$ cat config.mk
export PLATFORM = sky130hd
export DESIGN_NAME = smc_mode_controller
export DESIGN_NICKNAME = d
export VERILOG_FILES = /design/src/core/smc_pkg.sv /design/src/core/smc_sync.sv /design/src/core/smc_strap_filter.sv /design/src/core/smc_mode_controller.sv
export SDC_FILE = /design/constraint.sdc
export NUM_CORES = 1
export LEC_CHECK = 0
export CAP_MARGIN = 10
export CORE_MARGIN = 2
export CORE_UTILIZATION = 57
export DETAILED_ROUTE_END_ITERATION = 16
export DONT_BUFFER_PORTS = 1
export PLACE_DENSITY_LB_ADDON = 0.15
export SKIP_CTS_REPAIR_TIMING = 1
export SYNTH_ARGS = -nofsm -noshare
export SYNTH_HDL_FRONTEND = slang
export SYNTH_SLANG_ARGS = --single-unit
$ cat constraint.sdc
create_clock -name clk -period 2.3 [get_ports clk]
set_input_delay 0.46 -clock clk [delete_from_list [all_inputs] [get_ports clk]]
set_output_delay 0.46 -clock clk [all_outputs]
set_load 0.05 [all_outputs]
$ cat src/core/smc_pkg.sv
// constants, mode codes and frame layout for the system mode controller
// assumes a single 200 MHz clock and a decoded 32-bit spi frame
package smc_pkg;

    // operating modes
    typedef enum logic [2:0]
    {
        MODE_INIT = 3'h0,
        MODE_NORMAL = 3'h1,
        MODE_STOP = 3'h2,
        MODE_SLEEP = 3'h3,
        MODE_RESTART = 3'h4,
        MODE_FAILSAFE = 3'h5
    } smc_mode_t;

    // clock and timing; least times round up to whole cycles
    localparam int CLK_PERIOD_NS = 5;
    localparam int RESET_DELAY_TIME_US = 10;
    localparam int RESET_DELAY_CYC = (RESET_DELAY_TIME_US * 1000 + CLK_PERIOD_NS - 1) / CLK_PERIOD_NS;
    localparam int DEVMODE_STRAP_FILTER_TIME_NS = 1000;
    localparam int DEVMODE_FILTER_CYC =
        (DEVMODE_STRAP_FILTER_TIME_NS + CLK_PERIOD_NS - 1) / CLK_PERIOD_NS;
    localparam int CHECKSUM_FILTER_TIME_NS = 1000;
    localparam int CHECKSUM_FILTER_CYC =
        (CHECKSUM_FILTER_TIME_NS + CLK_PERIOD_NS - 1) / CLK_PERIOD_NS;
    localparam int RD_W = 16;
    localparam logic [RD_W-1:0] RD_LAST = RD_W'(RESET_DELAY_CYC - 1);

    // spi frame layout
    localparam int FRM_RW_BIT = 31;
    localparam int FRM_ADDR_HI = 30;
    localparam int FRM_ADDR_LO = 24;
    localparam int MREQ_HI = 10;
    localparam int MREQ_LO = 8;
    localparam int WDRST_EN_BIT = 11;
    localparam int FEAT_HI = 15;
    localparam int FEAT_LO = 8;

    // register addresses
    localparam logic [6:0] ADDR_MODE_CTRL = 7'h01;
    localparam logic [6:0] ADDR_FEATURE = 7'h02;
    localparam logic [6:0] ADDR_WD_REFRESH = 7'h03;
    localparam logic [6:0] ADDR_SPI_STAT = 7'h04;

    // mode request field codes
    localparam logic [2:0] MREQ_NORMAL = 3'h0;
    localparam logic [2:0] MREQ_STOP = 3'h1;
    localparam logic [2:0] MREQ_SLEEP = 3'h2;
    localparam logic [2:0] MREQ_SOFT_RESET = 3'h3;

    // feature enable bit positions and reset value
    localparam int F_HS = 0;
    localparam int F_BD = 1;
    localparam int F_CP = 2;
    localparam int F_CSA = 3;
    localparam int F_CAN = 4;
    localparam int F_CSENSE = 5;
    localparam int F_CWAKE = 6;
    localparam int F_WD = 7;
    localparam logic [7:0] FEAT_RST = 8'h00;

    // fixed checksum recovery frames
    localparam logic [31:0] CHK_ON_FRAME = 32'h67AAAA0E;
    localparam logic [31:0] CHK_OFF_FRAME = 32'hE7AAAAC3;

endpackage

$ cat src/core/smc_sync.sv
// two flip-flop synchroniser for a group of asynchronous levels
// assumes every bit is an independent slow level
`timescale 1ns/100ps
module smc_sync
#(
    parameter int WIDTH = 8,
    parameter logic [WIDTH-1:0] RST_VAL = '0
)
(
    // clock and reset
    input wire logic clk,
    input wire logic host_reset_line_n,
    // levels
    input wire logic [WIDTH-1:0] din,
    output logic [WIDTH-1:0] dout
);

    logic [WIDTH-1:0] stage1;

    // first stage is read only by the second
    always_ff @(posedge clk or negedge host_reset_line_n)
    begin
        if (!host_reset_line_n)
        begin
            stage1 <= RST_VAL;
            dout <= RST_VAL;
        end
        else
        begin
            stage1 <= din;
            dout <= stage1;
        end
    end

endmodule

$ cat src/core/smc_strap_filter.sv
// digital filter for a strap level: output follows after LEN stable samples
// assumes din is already synchronised to clk
`timescale 1ns/100ps
module smc_strap_filter
#(
    parameter int LEN = 200,
    parameter logic INIT_VAL = 1'b1
)
(
    // clock and reset
    input wire logic clk,
    input wire logic host_reset_line_n,
    // control
    input wire logic load,
    input wire logic loadVal,
    input wire logic enable,
    // level
    input wire logic din,
    output logic q
);

    localparam int CW = $clog2(LEN + 1);
    localparam logic [CW-1:0] LAST = CW'(LEN - 1);

    logic [CW-1:0] count;

    // any glitch shorter than the filter time restarts the count
    always_ff @(posedge clk or negedge host_reset_line_n)
    begin
        if (!host_reset_line_n)
        begin
            q <= INIT_VAL;
            count <= '0;
        end
        else if (load)
        begin
            q <= loadVal;
            count <= '0;
        end
        else if (enable && (din != q))
        begin
            if (count == LAST)
            begin
                q <= din;
                count <= '0;
            end
            else
            begin
                count <= count + 1'b1;
            end
        end
        else
        begin
            count <= '0;
        end
    end

endmodule

$ cat src/core/smc_mode_controller.sv
// system mode controller: operating modes, per-mode enables and strap latching
// assumes frames come decoded and checksum-checked from an spi slave on clk
`timescale 1ns/100ps
module smc_mode_controller
(
    // clock and reset
    input wire logic clk,
    input wire logic host_reset_line_n,
    // supply and fault status, asynchronous to clk
    input wire logic porFlag,
    input wire logic regAboveReset,
    input wire logic wakeEvent,
    input wire logic wdFault,
    input wire logic regUndervoltage,
    input wire logic thermalShutdown,
    // strap pins
    input wire logic devStrapPin,
    input wire logic firstPwmChecksumStrapPin,
    // decoded spi frames, one-cycle valid
    input wire logic frameValid,
    input wire logic [31:0] frameWord,
    // mode, reset and straps
    output logic [2:0] modeState,
    output logic hostResetLineN,
    output logic devStrapPullup,
    output logic devMode,
    output logic checksumEnable,
    // events and flags
    output logic spiFail,
    output logic wdFailIrq,
    output logic wdLongWindowStart,
    output logic wakeBitsClear,
    // per-mode function enables
    output logic mainRegulatorOn,
    output logic supervisionOn,
    output logic wdRun,
    output logic highSideOn,
    output logic bridgeDriverOn,
    output logic chargePumpOn,
    output logic csaOn,
    output logic canOn,
    output logic canWakeCapable,
    output logic wakeInputsArmed,
    output logic cycSenseOn,
    output logic cycWakeOn
);

    // synchronised inputs; straps idle high through their pull-ups
    logic [7:0] syncIn;
    logic [7:0] syncOut;
    logic porS, regOkS, wakeS, wdFaultS, regUvS, thermalS, devStrapS, chkStrapS;

    assign syncIn = {devStrapPin, firstPwmChecksumStrapPin, thermalShutdown, regUndervoltage,
                     wdFault, wakeEvent, regAboveReset, porFlag};
    assign {devStrapS, chkStrapS, thermalS, regUvS, wdFaultS, wakeS, regOkS, porS} = syncOut;

    smc_sync #(.WIDTH(8), .RST_VAL(8'hC0)) u_sync
    (
        .clk(clk),
        .host_reset_line_n(host_reset_line_n),
        .din(syncIn),
        .dout(syncOut)
    );

    // state
    smc_pkg::smc_mode_t mode;
    smc_pkg::smc_mode_t next_mode;
    logic fromPowerUp;
    logic [smc_pkg::RD_W-1:0] rdCount;
    logic [7:0] feat;
    logic wdRstReenable;
    logic next_auto;
    logic modeEntry;

    // frame decode
    logic isWrite, isCtrl, isFeat, isRefresh, isStatClr, stopOk, accept;
    logic [6:0] addr;
    logic [2:0] mreq;

    assign addr = frameWord[smc_pkg::FRM_ADDR_HI:smc_pkg::FRM_ADDR_LO];
    assign mreq = frameWord[smc_pkg::MREQ_HI:smc_pkg::MREQ_LO];
    assign isWrite = frameValid && frameWord[smc_pkg::FRM_RW_BIT];
    assign isCtrl = isWrite && (addr == smc_pkg::ADDR_MODE_CTRL);
    assign isFeat = isWrite && (addr == smc_pkg::ADDR_FEATURE);
    assign isRefresh = isWrite && (addr == smc_pkg::ADDR_WD_REFRESH);
    assign isStatClr = isWrite && (addr == smc_pkg::ADDR_SPI_STAT);

    // reads and the writes that stop mode still honours
    assign stopOk = !isWrite || isRefresh || isStatClr
        || (isCtrl && ((mreq == smc_pkg::MREQ_NORMAL) || (mreq == smc_pkg::MREQ_SOFT_RESET)));
    assign accept = frameValid && ((mode != smc_pkg::MODE_STOP) || stopOk);

    // derived conditions
    logic inResetPhase, rdDone, resetRise, softReset, wdResets, failure;
    logic devMonitor, chkWindow, devFilt, chkFilt;

    assign inResetPhase = !hostResetLineN
        && ((mode == smc_pkg::MODE_INIT) || (mode == smc_pkg::MODE_RESTART));
    assign rdDone = (rdCount == smc_pkg::RD_LAST);
    assign resetRise = inResetPhase && rdDone;
    assign softReset = accept && isCtrl && (mreq == smc_pkg::MREQ_SOFT_RESET)
        && (mode != smc_pkg::MODE_RESTART);
    // in dev mode a watchdog fault resets only once re-enabled
    assign wdResets = wdFaultS && (!devMode || wdRstReenable);
    assign failure = wdResets || regUvS;
    assign modeEntry = (next_mode != mode) || softReset;
    assign devMonitor = (mode == smc_pkg::MODE_INIT) && fromPowerUp && regOkS && porS
        && hostResetLineN;
    assign chkWindow = (((mode == smc_pkg::MODE_INIT) && fromPowerUp)
        || (mode == smc_pkg::MODE_RESTART)) && regOkS && porS && !hostResetLineN;

    // mode transitions; thermal shutdown outranks everything, but is not checked once in fail-safe
    always_comb
    begin
        next_mode = mode;
        next_auto = 1'b0;
        if (thermalS && (mode != smc_pkg::MODE_FAILSAFE))
        begin
            next_mode = smc_pkg::MODE_FAILSAFE;
            next_auto = 1'b1;
        end
        else if (softReset)
        begin
            next_mode = smc_pkg::MODE_INIT;
        end
        else
        begin
            unique case (mode)
                smc_pkg::MODE_INIT, smc_pkg::MODE_NORMAL:
                begin
                    if (failure && hostResetLineN)
                    begin
                        next_mode = smc_pkg::MODE_RESTART;
                        next_auto = 1'b1;
                    end
                    else if (accept && isCtrl && hostResetLineN)
                    begin
                        if (mreq == smc_pkg::MREQ_NORMAL)
                            next_mode = smc_pkg::MODE_NORMAL;
                        else if (mreq == smc_pkg::MREQ_STOP)
                            next_mode = smc_pkg::MODE_STOP;
                        else if (mreq == smc_pkg::MREQ_SLEEP)
                            next_mode = smc_pkg::MODE_SLEEP;
                    end
                end
                smc_pkg::MODE_STOP:
                begin
                    if (failure)
                    begin
                        next_mode = smc_pkg::MODE_RESTART;
                        next_auto = 1'b1;
                    end
                    else if (accept && isCtrl && (mreq == smc_pkg::MREQ_NORMAL))
                    begin
                        next_mode = smc_pkg::MODE_NORMAL;
                    end
                end
                smc_pkg::MODE_SLEEP, smc_pkg::MODE_FAILSAFE:
                begin
                    if (wakeS)
                    begin
                        next_mode = smc_pkg::MODE_RESTART;
                        next_auto = 1'b1;
                    end
                end
                smc_pkg::MODE_RESTART:
                begin
                    if (resetRise)
                    begin
                        next_mode = smc_pkg::MODE_NORMAL;
                        next_auto = 1'b1;
                    end
                end
                default:
                begin
                    next_mode = smc_pkg::MODE_INIT;
                end
            endcase
        end
    end

    // mode register; only the six codes are ever loaded
    always_ff @(posedge clk or negedge host_reset_line_n)
    begin
        if (!host_reset_line_n)
            mode <= smc_pkg::MODE_INIT;
        else
            mode <= next_mode;
    end

    // power-up origin is lost with the first soft reset
    always_ff @(posedge clk or negedge host_reset_line_n)
    begin
        if (!host_reset_line_n)
            fromPowerUp <= 1'b1;
        else if (softReset)
            fromPowerUp <= 1'b0;
    end

    // reset output and reset delay counter
    always_ff @(posedge clk or negedge host_reset_line_n)
    begin
        if (!host_reset_line_n)
        begin
            hostResetLineN <= 1'b0;
            rdCount <= '0;
        end
        else if (modeEntry && ((next_mode == smc_pkg::MODE_INIT)
                 || (next_mode == smc_pkg::MODE_RESTART)))
        begin
            hostResetLineN <= 1'b0;
            rdCount <= '0;
        end
        else if (resetRise)
        begin
            hostResetLineN <= 1'b1;
        end
        else if (inResetPhase)
        begin
            rdCount <= rdCount + 1'b1;
        end
    end

    // watchdog start pulse and strap pull-up follow the reset release
    always_ff @(posedge clk or negedge host_reset_line_n)
    begin
        if (!host_reset_line_n)
        begin
            wdLongWindowStart <= 1'b0;
            devStrapPullup <= 1'b0;
        end
        else
        begin
            wdLongWindowStart <= resetRise;
            devStrapPullup <= resetRise || (hostResetLineN && !modeEntry);
        end
    end

    // test strap filter, restarted at 1 on every reset release
    smc_strap_filter #(.LEN(smc_pkg::DEVMODE_FILTER_CYC), .INIT_VAL(1'b1)) u_dev_filt
    (
        .clk(clk),
        .host_reset_line_n(host_reset_line_n),
        .load(resetRise),
        .loadVal(1'b1),
        .enable(hostResetLineN),
        .din(devStrapS),
        .q(devFilt)
    );

    // checksum strap filter runs only inside its window
    smc_strap_filter #(.LEN(smc_pkg::CHECKSUM_FILTER_CYC), .INIT_VAL(1'b1)) u_chk_filt
    (
        .clk(clk),
        .host_reset_line_n(host_reset_line_n),
        .load(!chkWindow),
        .loadVal(chkStrapS),
        .enable(chkWindow),
        .din(chkStrapS),
        .q(chkFilt)
    );

    // development mode latch; an autonomous change while monitoring vetoes it
    always_ff @(posedge clk or negedge host_reset_line_n)
    begin
        if (!host_reset_line_n)
            devMode <= 1'b0;
        else if (devMonitor && next_auto)
            devMode <= 1'b0;
        else if (devMonitor && !devFilt && frameValid)
            devMode <= 1'b1;
    end

    // watchdog reset re-enable, only meaningful in development mode
    always_ff @(posedge clk or negedge host_reset_line_n)
    begin
        if (!host_reset_line_n)
            wdRstReenable <= 1'b0;
        else if (accept && isCtrl && devMode)
            wdRstReenable <= frameWord[smc_pkg::WDRST_EN_BIT];
    end

    // watchdog fault reported as interrupt level, held while the fault lasts, instead of reset
    always_ff @(posedge clk or negedge host_reset_line_n)
    begin
        if (!host_reset_line_n)
            wdFailIrq <= 1'b0;
        else
            wdFailIrq <= wdFaultS && devMode && !wdRstReenable;
    end

    // checksum setting: strap captured at reset release after power-up or restart, recovery frames in normal
    always_ff @(posedge clk or negedge host_reset_line_n)
    begin
        if (!host_reset_line_n)
            checksumEnable <= 1'b0;
        else if (resetRise && chkWindow)
            checksumEnable <= !chkFilt;
        else if (frameValid && (mode == smc_pkg::MODE_NORMAL)
                 && (frameWord == smc_pkg::CHK_ON_FRAME))
            checksumEnable <= 1'b1;
        else if (frameValid && (mode == smc_pkg::MODE_NORMAL)
                 && (frameWord == smc_pkg::CHK_OFF_FRAME))
            checksumEnable <= 1'b0;
    end

    // spi error flag: a new refusal wins over a clear in the same cycle
    always_ff @(posedge clk or negedge host_reset_line_n)
    begin
        if (!host_reset_line_n)
            spiFail <= 1'b0;
        else if (frameValid && !accept)
            spiFail <= 1'b1;
        else if (accept && isStatClr)
            spiFail <= 1'b0;
    end

    // feature enables written only in normal mode, held as fixed elsewhere
    always_ff @(posedge clk or negedge host_reset_line_n)
    begin
        if (!host_reset_line_n)
            feat <= smc_pkg::FEAT_RST;
        else if (accept && isFeat && (mode == smc_pkg::MODE_NORMAL))
            feat <= frameWord[smc_pkg::FEAT_HI:smc_pkg::FEAT_LO];
    end

    // per-mode enable table
    logic next_reg, next_sup, next_wd, next_hs, next_bd, next_cp, next_csa;
    logic next_can, next_canWake, next_wkArm, next_cSense, next_cWake;

    always_comb
    begin
        next_reg = 1'b1;
        next_sup = 1'b0;
        next_wd = 1'b0;
        next_hs = 1'b0;
        next_bd = 1'b0;
        next_cp = 1'b0;
        next_csa = 1'b0;
        next_can = 1'b0;
        next_canWake = 1'b0;
        next_wkArm = 1'b0;
        next_cSense = 1'b0;
        next_cWake = 1'b0;
        unique case (next_mode)
            smc_pkg::MODE_INIT:
            begin
                next_sup = 1'b1;
                next_wd = hostResetLineN;
                next_can = devMode;
            end
            smc_pkg::MODE_NORMAL:
            begin
                next_sup = 1'b1;
                next_wd = feat[smc_pkg::F_WD];
                next_hs = feat[smc_pkg::F_HS];
                next_bd = feat[smc_pkg::F_BD];
                next_cp = feat[smc_pkg::F_CP];
                next_csa = feat[smc_pkg::F_CSA];
                next_can = feat[smc_pkg::F_CAN];
                next_cSense = feat[smc_pkg::F_CSENSE];
                next_cWake = feat[smc_pkg::F_CWAKE];
            end
            smc_pkg::MODE_STOP:
            begin
                next_sup = 1'b1;
                next_wd = feat[smc_pkg::F_WD];
                next_hs = feat[smc_pkg::F_HS];
                next_can = feat[smc_pkg::F_CAN];
                next_wkArm = 1'b1;
                next_cSense = feat[smc_pkg::F_CSENSE];
                next_cWake = feat[smc_pkg::F_CWAKE];
            end
            smc_pkg::MODE_SLEEP:
            begin
                next_reg = 1'b0;
                next_hs = feat[smc_pkg::F_HS];
                next_canWake = feat[smc_pkg::F_CAN];
                next_wkArm = 1'b1;
                next_cSense = feat[smc_pkg::F_CSENSE];
                next_cWake = feat[smc_pkg::F_CWAKE];
            end
            smc_pkg::MODE_RESTART:
            begin
                next_canWake = feat[smc_pkg::F_CAN];
            end
            smc_pkg::MODE_FAILSAFE:
            begin
                next_reg = 1'b0;
                next_canWake = 1'b1;
                next_wkArm = 1'b1;
            end
            default:
            begin
                next_reg = 1'b1;
            end
        endcase
    end

    // registered enables follow the mode being entered
    always_ff @(posedge clk or negedge host_reset_line_n)
    begin
        if (!host_reset_line_n)
        begin
            mainRegulatorOn <= 1'b1;
            supervisionOn <= 1'b0;
            wdRun <= 1'b0;
            highSideOn <= 1'b0;
            bridgeDriverOn <= 1'b0;
            chargePumpOn <= 1'b0;
            csaOn <= 1'b0;
            canOn <= 1'b0;
            canWakeCapable <= 1'b0;
            wakeInputsArmed <= 1'b0;
            cycSenseOn <= 1'b0;
            cycWakeOn <= 1'b0;
        end
        else
        begin
            mainRegulatorOn <= next_reg;
            supervisionOn <= next_sup;
            wdRun <= next_wd;
            highSideOn <= next_hs;
            bridgeDriverOn <= next_bd;
            chargePumpOn <= next_cp;
            csaOn <= next_csa;
            canOn <= next_can;
            canWakeCapable <= next_canWake;
            wakeInputsArmed <= next_wkArm;
            cycSenseOn <= next_cSense;
            cycWakeOn <= next_cWake;
        end
    end

    // mode code and wake-bit clear pulse on fail-safe entry
    always_ff @(posedge clk or negedge host_reset_line_n)
    begin
        if (!host_reset_line_n)
        begin
            modeState <= smc_pkg::MODE_INIT;
            wakeBitsClear <= 1'b0;
        end
        else
        begin
            modeState <= next_mode;
            wakeBitsClear <= (next_mode == smc_pkg::MODE_FAILSAFE)
                && (mode != smc_pkg::MODE_FAILSAFE);
        end
    end

endmodule

==> out/results.ini <==
[run_status]
status = complete, but fails checks
violations = negative hold slack

[power]
swShare_pct = 24.58
p_seq_share_pct = 52.4
p_sw_uw = 753.1
p_leak_nw = 2.065
p_int_mw = 2.311
finalPower_mw = 3.064
p_per_area_nw_per_um2 = 651.4
ir_drop_mv = 0.3746
clkPwrFrac_pct = 37.3
pwr-share-comb_pct = 10.2

[logic_synthesis]
synth_edf_count = 0
synth_async_sr_flop_share_pct = 100.0
yosysSeqAreaShare_pct = 52.32
synth_cells = 378
yosys.cell_types.count = 62
synth_area_um2 = 3989
yosys.area.top_type = dfrtp_1
ys.flop_type = dfrtp_1
netlist_top_cells_area = dfrtp_1, dfstp_2, nor2_1
avgSynthCellArea_um2 = 10.55
synth_nets = 424
ys.warnings.count = 0
synth-seq-cells = 83
synth_top_area_share_pct = 47.05

[timing]
setup_viol = 0
worstMarginPinSlew_ns = 0.4873
fin_skew_ns = 0.008592
period_minus_slack_ns = 2.282
max_slew_margin_pct = 67.51
rsz0062_at_grt = true
period_share_pct = 99.24
slew_viol_final = 0
layout_setup_ws_ns = 0.01758
fmax_mhz = 438.1
hold_viol_final = 76
whs_ns = -0.2100

[place]
numPortBuffers = 0
dp.final_hpwl_mm = 5.815
dp_cells = 498
pre_cts_slack_ns = -0.03680
gp_congestion = 0.9068

[clock_tree]
h-tree-depth = 3
clock_path_buffers = 2
cts_sinks = 83
cts_tree = done
worst_skew_pair.late_latency_ns = 0.35
cts.clk_slew.worst_paths_ns = 0.08
cts_buffers = 9
cts-root-buf = clkbuf_8

[routing]
post_drt_wl_per_cell_um = 15.66
drt_iter0_markers = 166
vias = 2960
routed_wl_mm = 8.144
drcViolationCount = 0
ant_nets = 0
drt_pass1_iterations = 4
via_per_inst = 5.692

[floorplan]
die_w_um = 87.66
coreArea_um2 = 6794
io-pin-count = 66
start_util_pct = 58.71
rows = 30
chipHeight_um = 87.66
die_area_um2 = 7683

[min_path]
hp-class = in2async

[layout]
area_growth_pct = 17.91
finalNonFillerCells = 520
drive_gt1_share_pct = 26.18
diodes = 0
final_util_pct = 69.23
fin_nets = 465

[global_route]
overflow = 0
antenna_found_initial = 0
first_global_vias = 2887
grt_pass1_wl_mm = 13.72
grt_usage_pct = 22.83
grt_max_degree = 84

[flow_run]
max_cap_violations = 0

[critical_path]
required_ns = 2.54
ff2ff_setup_slack_ns = 0.02
worstSetupPathType = reg2reg
reg2reg_depth = 7
r2r-start = modeState[1]
startpoint_type = register
path_max_fanout = 10
critical_path.endpoint = devStrapPullup
startpoint = modeState[1]
cp-end-kind = register
r2r_end = devStrapPullup
arrival_ns = 2.52

==> worst max-delay path, cell delays in order, from the launching register on <==
cell	delay (ns)
dfrtp_2	0.48
or4b_4	0.55
a2111oi_4	0.22
a22oi_2	0.10
a21o_1	0.23
or3_1	0.37
a41oi_2	0.16
nor3_2	0.06
==> state kept, by name (all words and copies together), names as in the netlist, 3 cells and up <==
name and count:
modeState 3, u_chk_filt.count 8, u_dev_filt.count 8, u_sync.stage1 8, rdCount 16, feat 8
u_sync.dout 8
==> synthesized netlist by cell type, drive strengths merged, types with 6 or more instances <==
master	count
and3	14
nor3	11
mux2	10
a211oi	6
nor2	46
o21ai	12
nand2	26
nand3	16
xor2	17
buf	6
dfrtp	75
nand4	14
inv	12
a21oi	9
xnor2	14
nor4	9
dfstp	8
and2	6
==> metal layers <==
layer / track usage (%) / share of wire (%) / up-vias
li1: - / - / 1432
met1: 31.57 / 46 / 1441
met2: 35.61 / 48 / 72
met3: 4.147 / 3.9 / 15
met4: 9.650 / 2.0 / 0
met5: 0 / 0 / -
==> layout make-up <==
class | count | area, µm²
Sequential cell | 83 | 2092
Inverter | 13 | 48.80
Clock inverter | 4 | 73.82
Multi-Input combinational cell | 271 | 1903
Tap cell | 96 | 120.1
Clock buffer | 12 | 145.1
Timing Repair Buffer | 41 | 320.3
Fill cell | 499 | 2091
==> cells by family (layout without fill, tap and decap cells) <==
kind of cell	count (synthesis)	after routing	synth area share, %
AOI/OAI and AO/OA	48	48	8.312
xor gates and xnor gates	31	31	6.807
adders and majority gates	3	3	0.9411
buffers and inverters	24	70	2.791
DFF	83	83	52.32
muxes	11	11	3.074
and+or+nand+nor	178	178	25.75
==> worst min-delay path by stage <==
stage	endpoint	cells after the start
floorplan	bridgeDriverOn	0
global placement	csaOn	0
detailed placement	csaOn	0
CTS	csaOn	0
global route	csaOn	0
finish	csaOn	0
==> power by group through the flow <==
stage	registers [mW]	logic, mW	clock network, mW
after CTS	1.60	0.296	1.17
after global routing	1.61	0.352	1.23
final	1.61	0.314	1.14
after detailed placement	1.63	0.296	0
after global placement	1.63	0.293	0
after floorplan	1.64	0.193	0
==> cells in the final DEF (no fill, tap or decap), drive strengths merged, types with 4 or more instances in the layout <==
cell type / count
nor2: 46
and2: 6
xnor2: 14
nor3: 11
inv: 12
mux2: 10
and3: 14
nand2: 26
or3: 4
a21oi: 9
dfrtp: 75
buf: 41
nor2b: 5
nand3: 16
dfstp: 8
o21ai: 12
a211oi: 6
clkbuf: 12
xor2: 17
nor4: 9
nand2b: 4
nand4: 14
==> stage by stage <==
stage,cell area (µm²),setup TNS [ns]
6_report,4703,0
5_1_grt,4703,-0.1836
4_1_cts,4574,-0.1461
3_5_place_dp,4355,-0.09584
3_3_place_gp,4355,0
2_1_floorplan,4035,-0.9373
No activity file was read; power rests on OpenSTA's default activity.
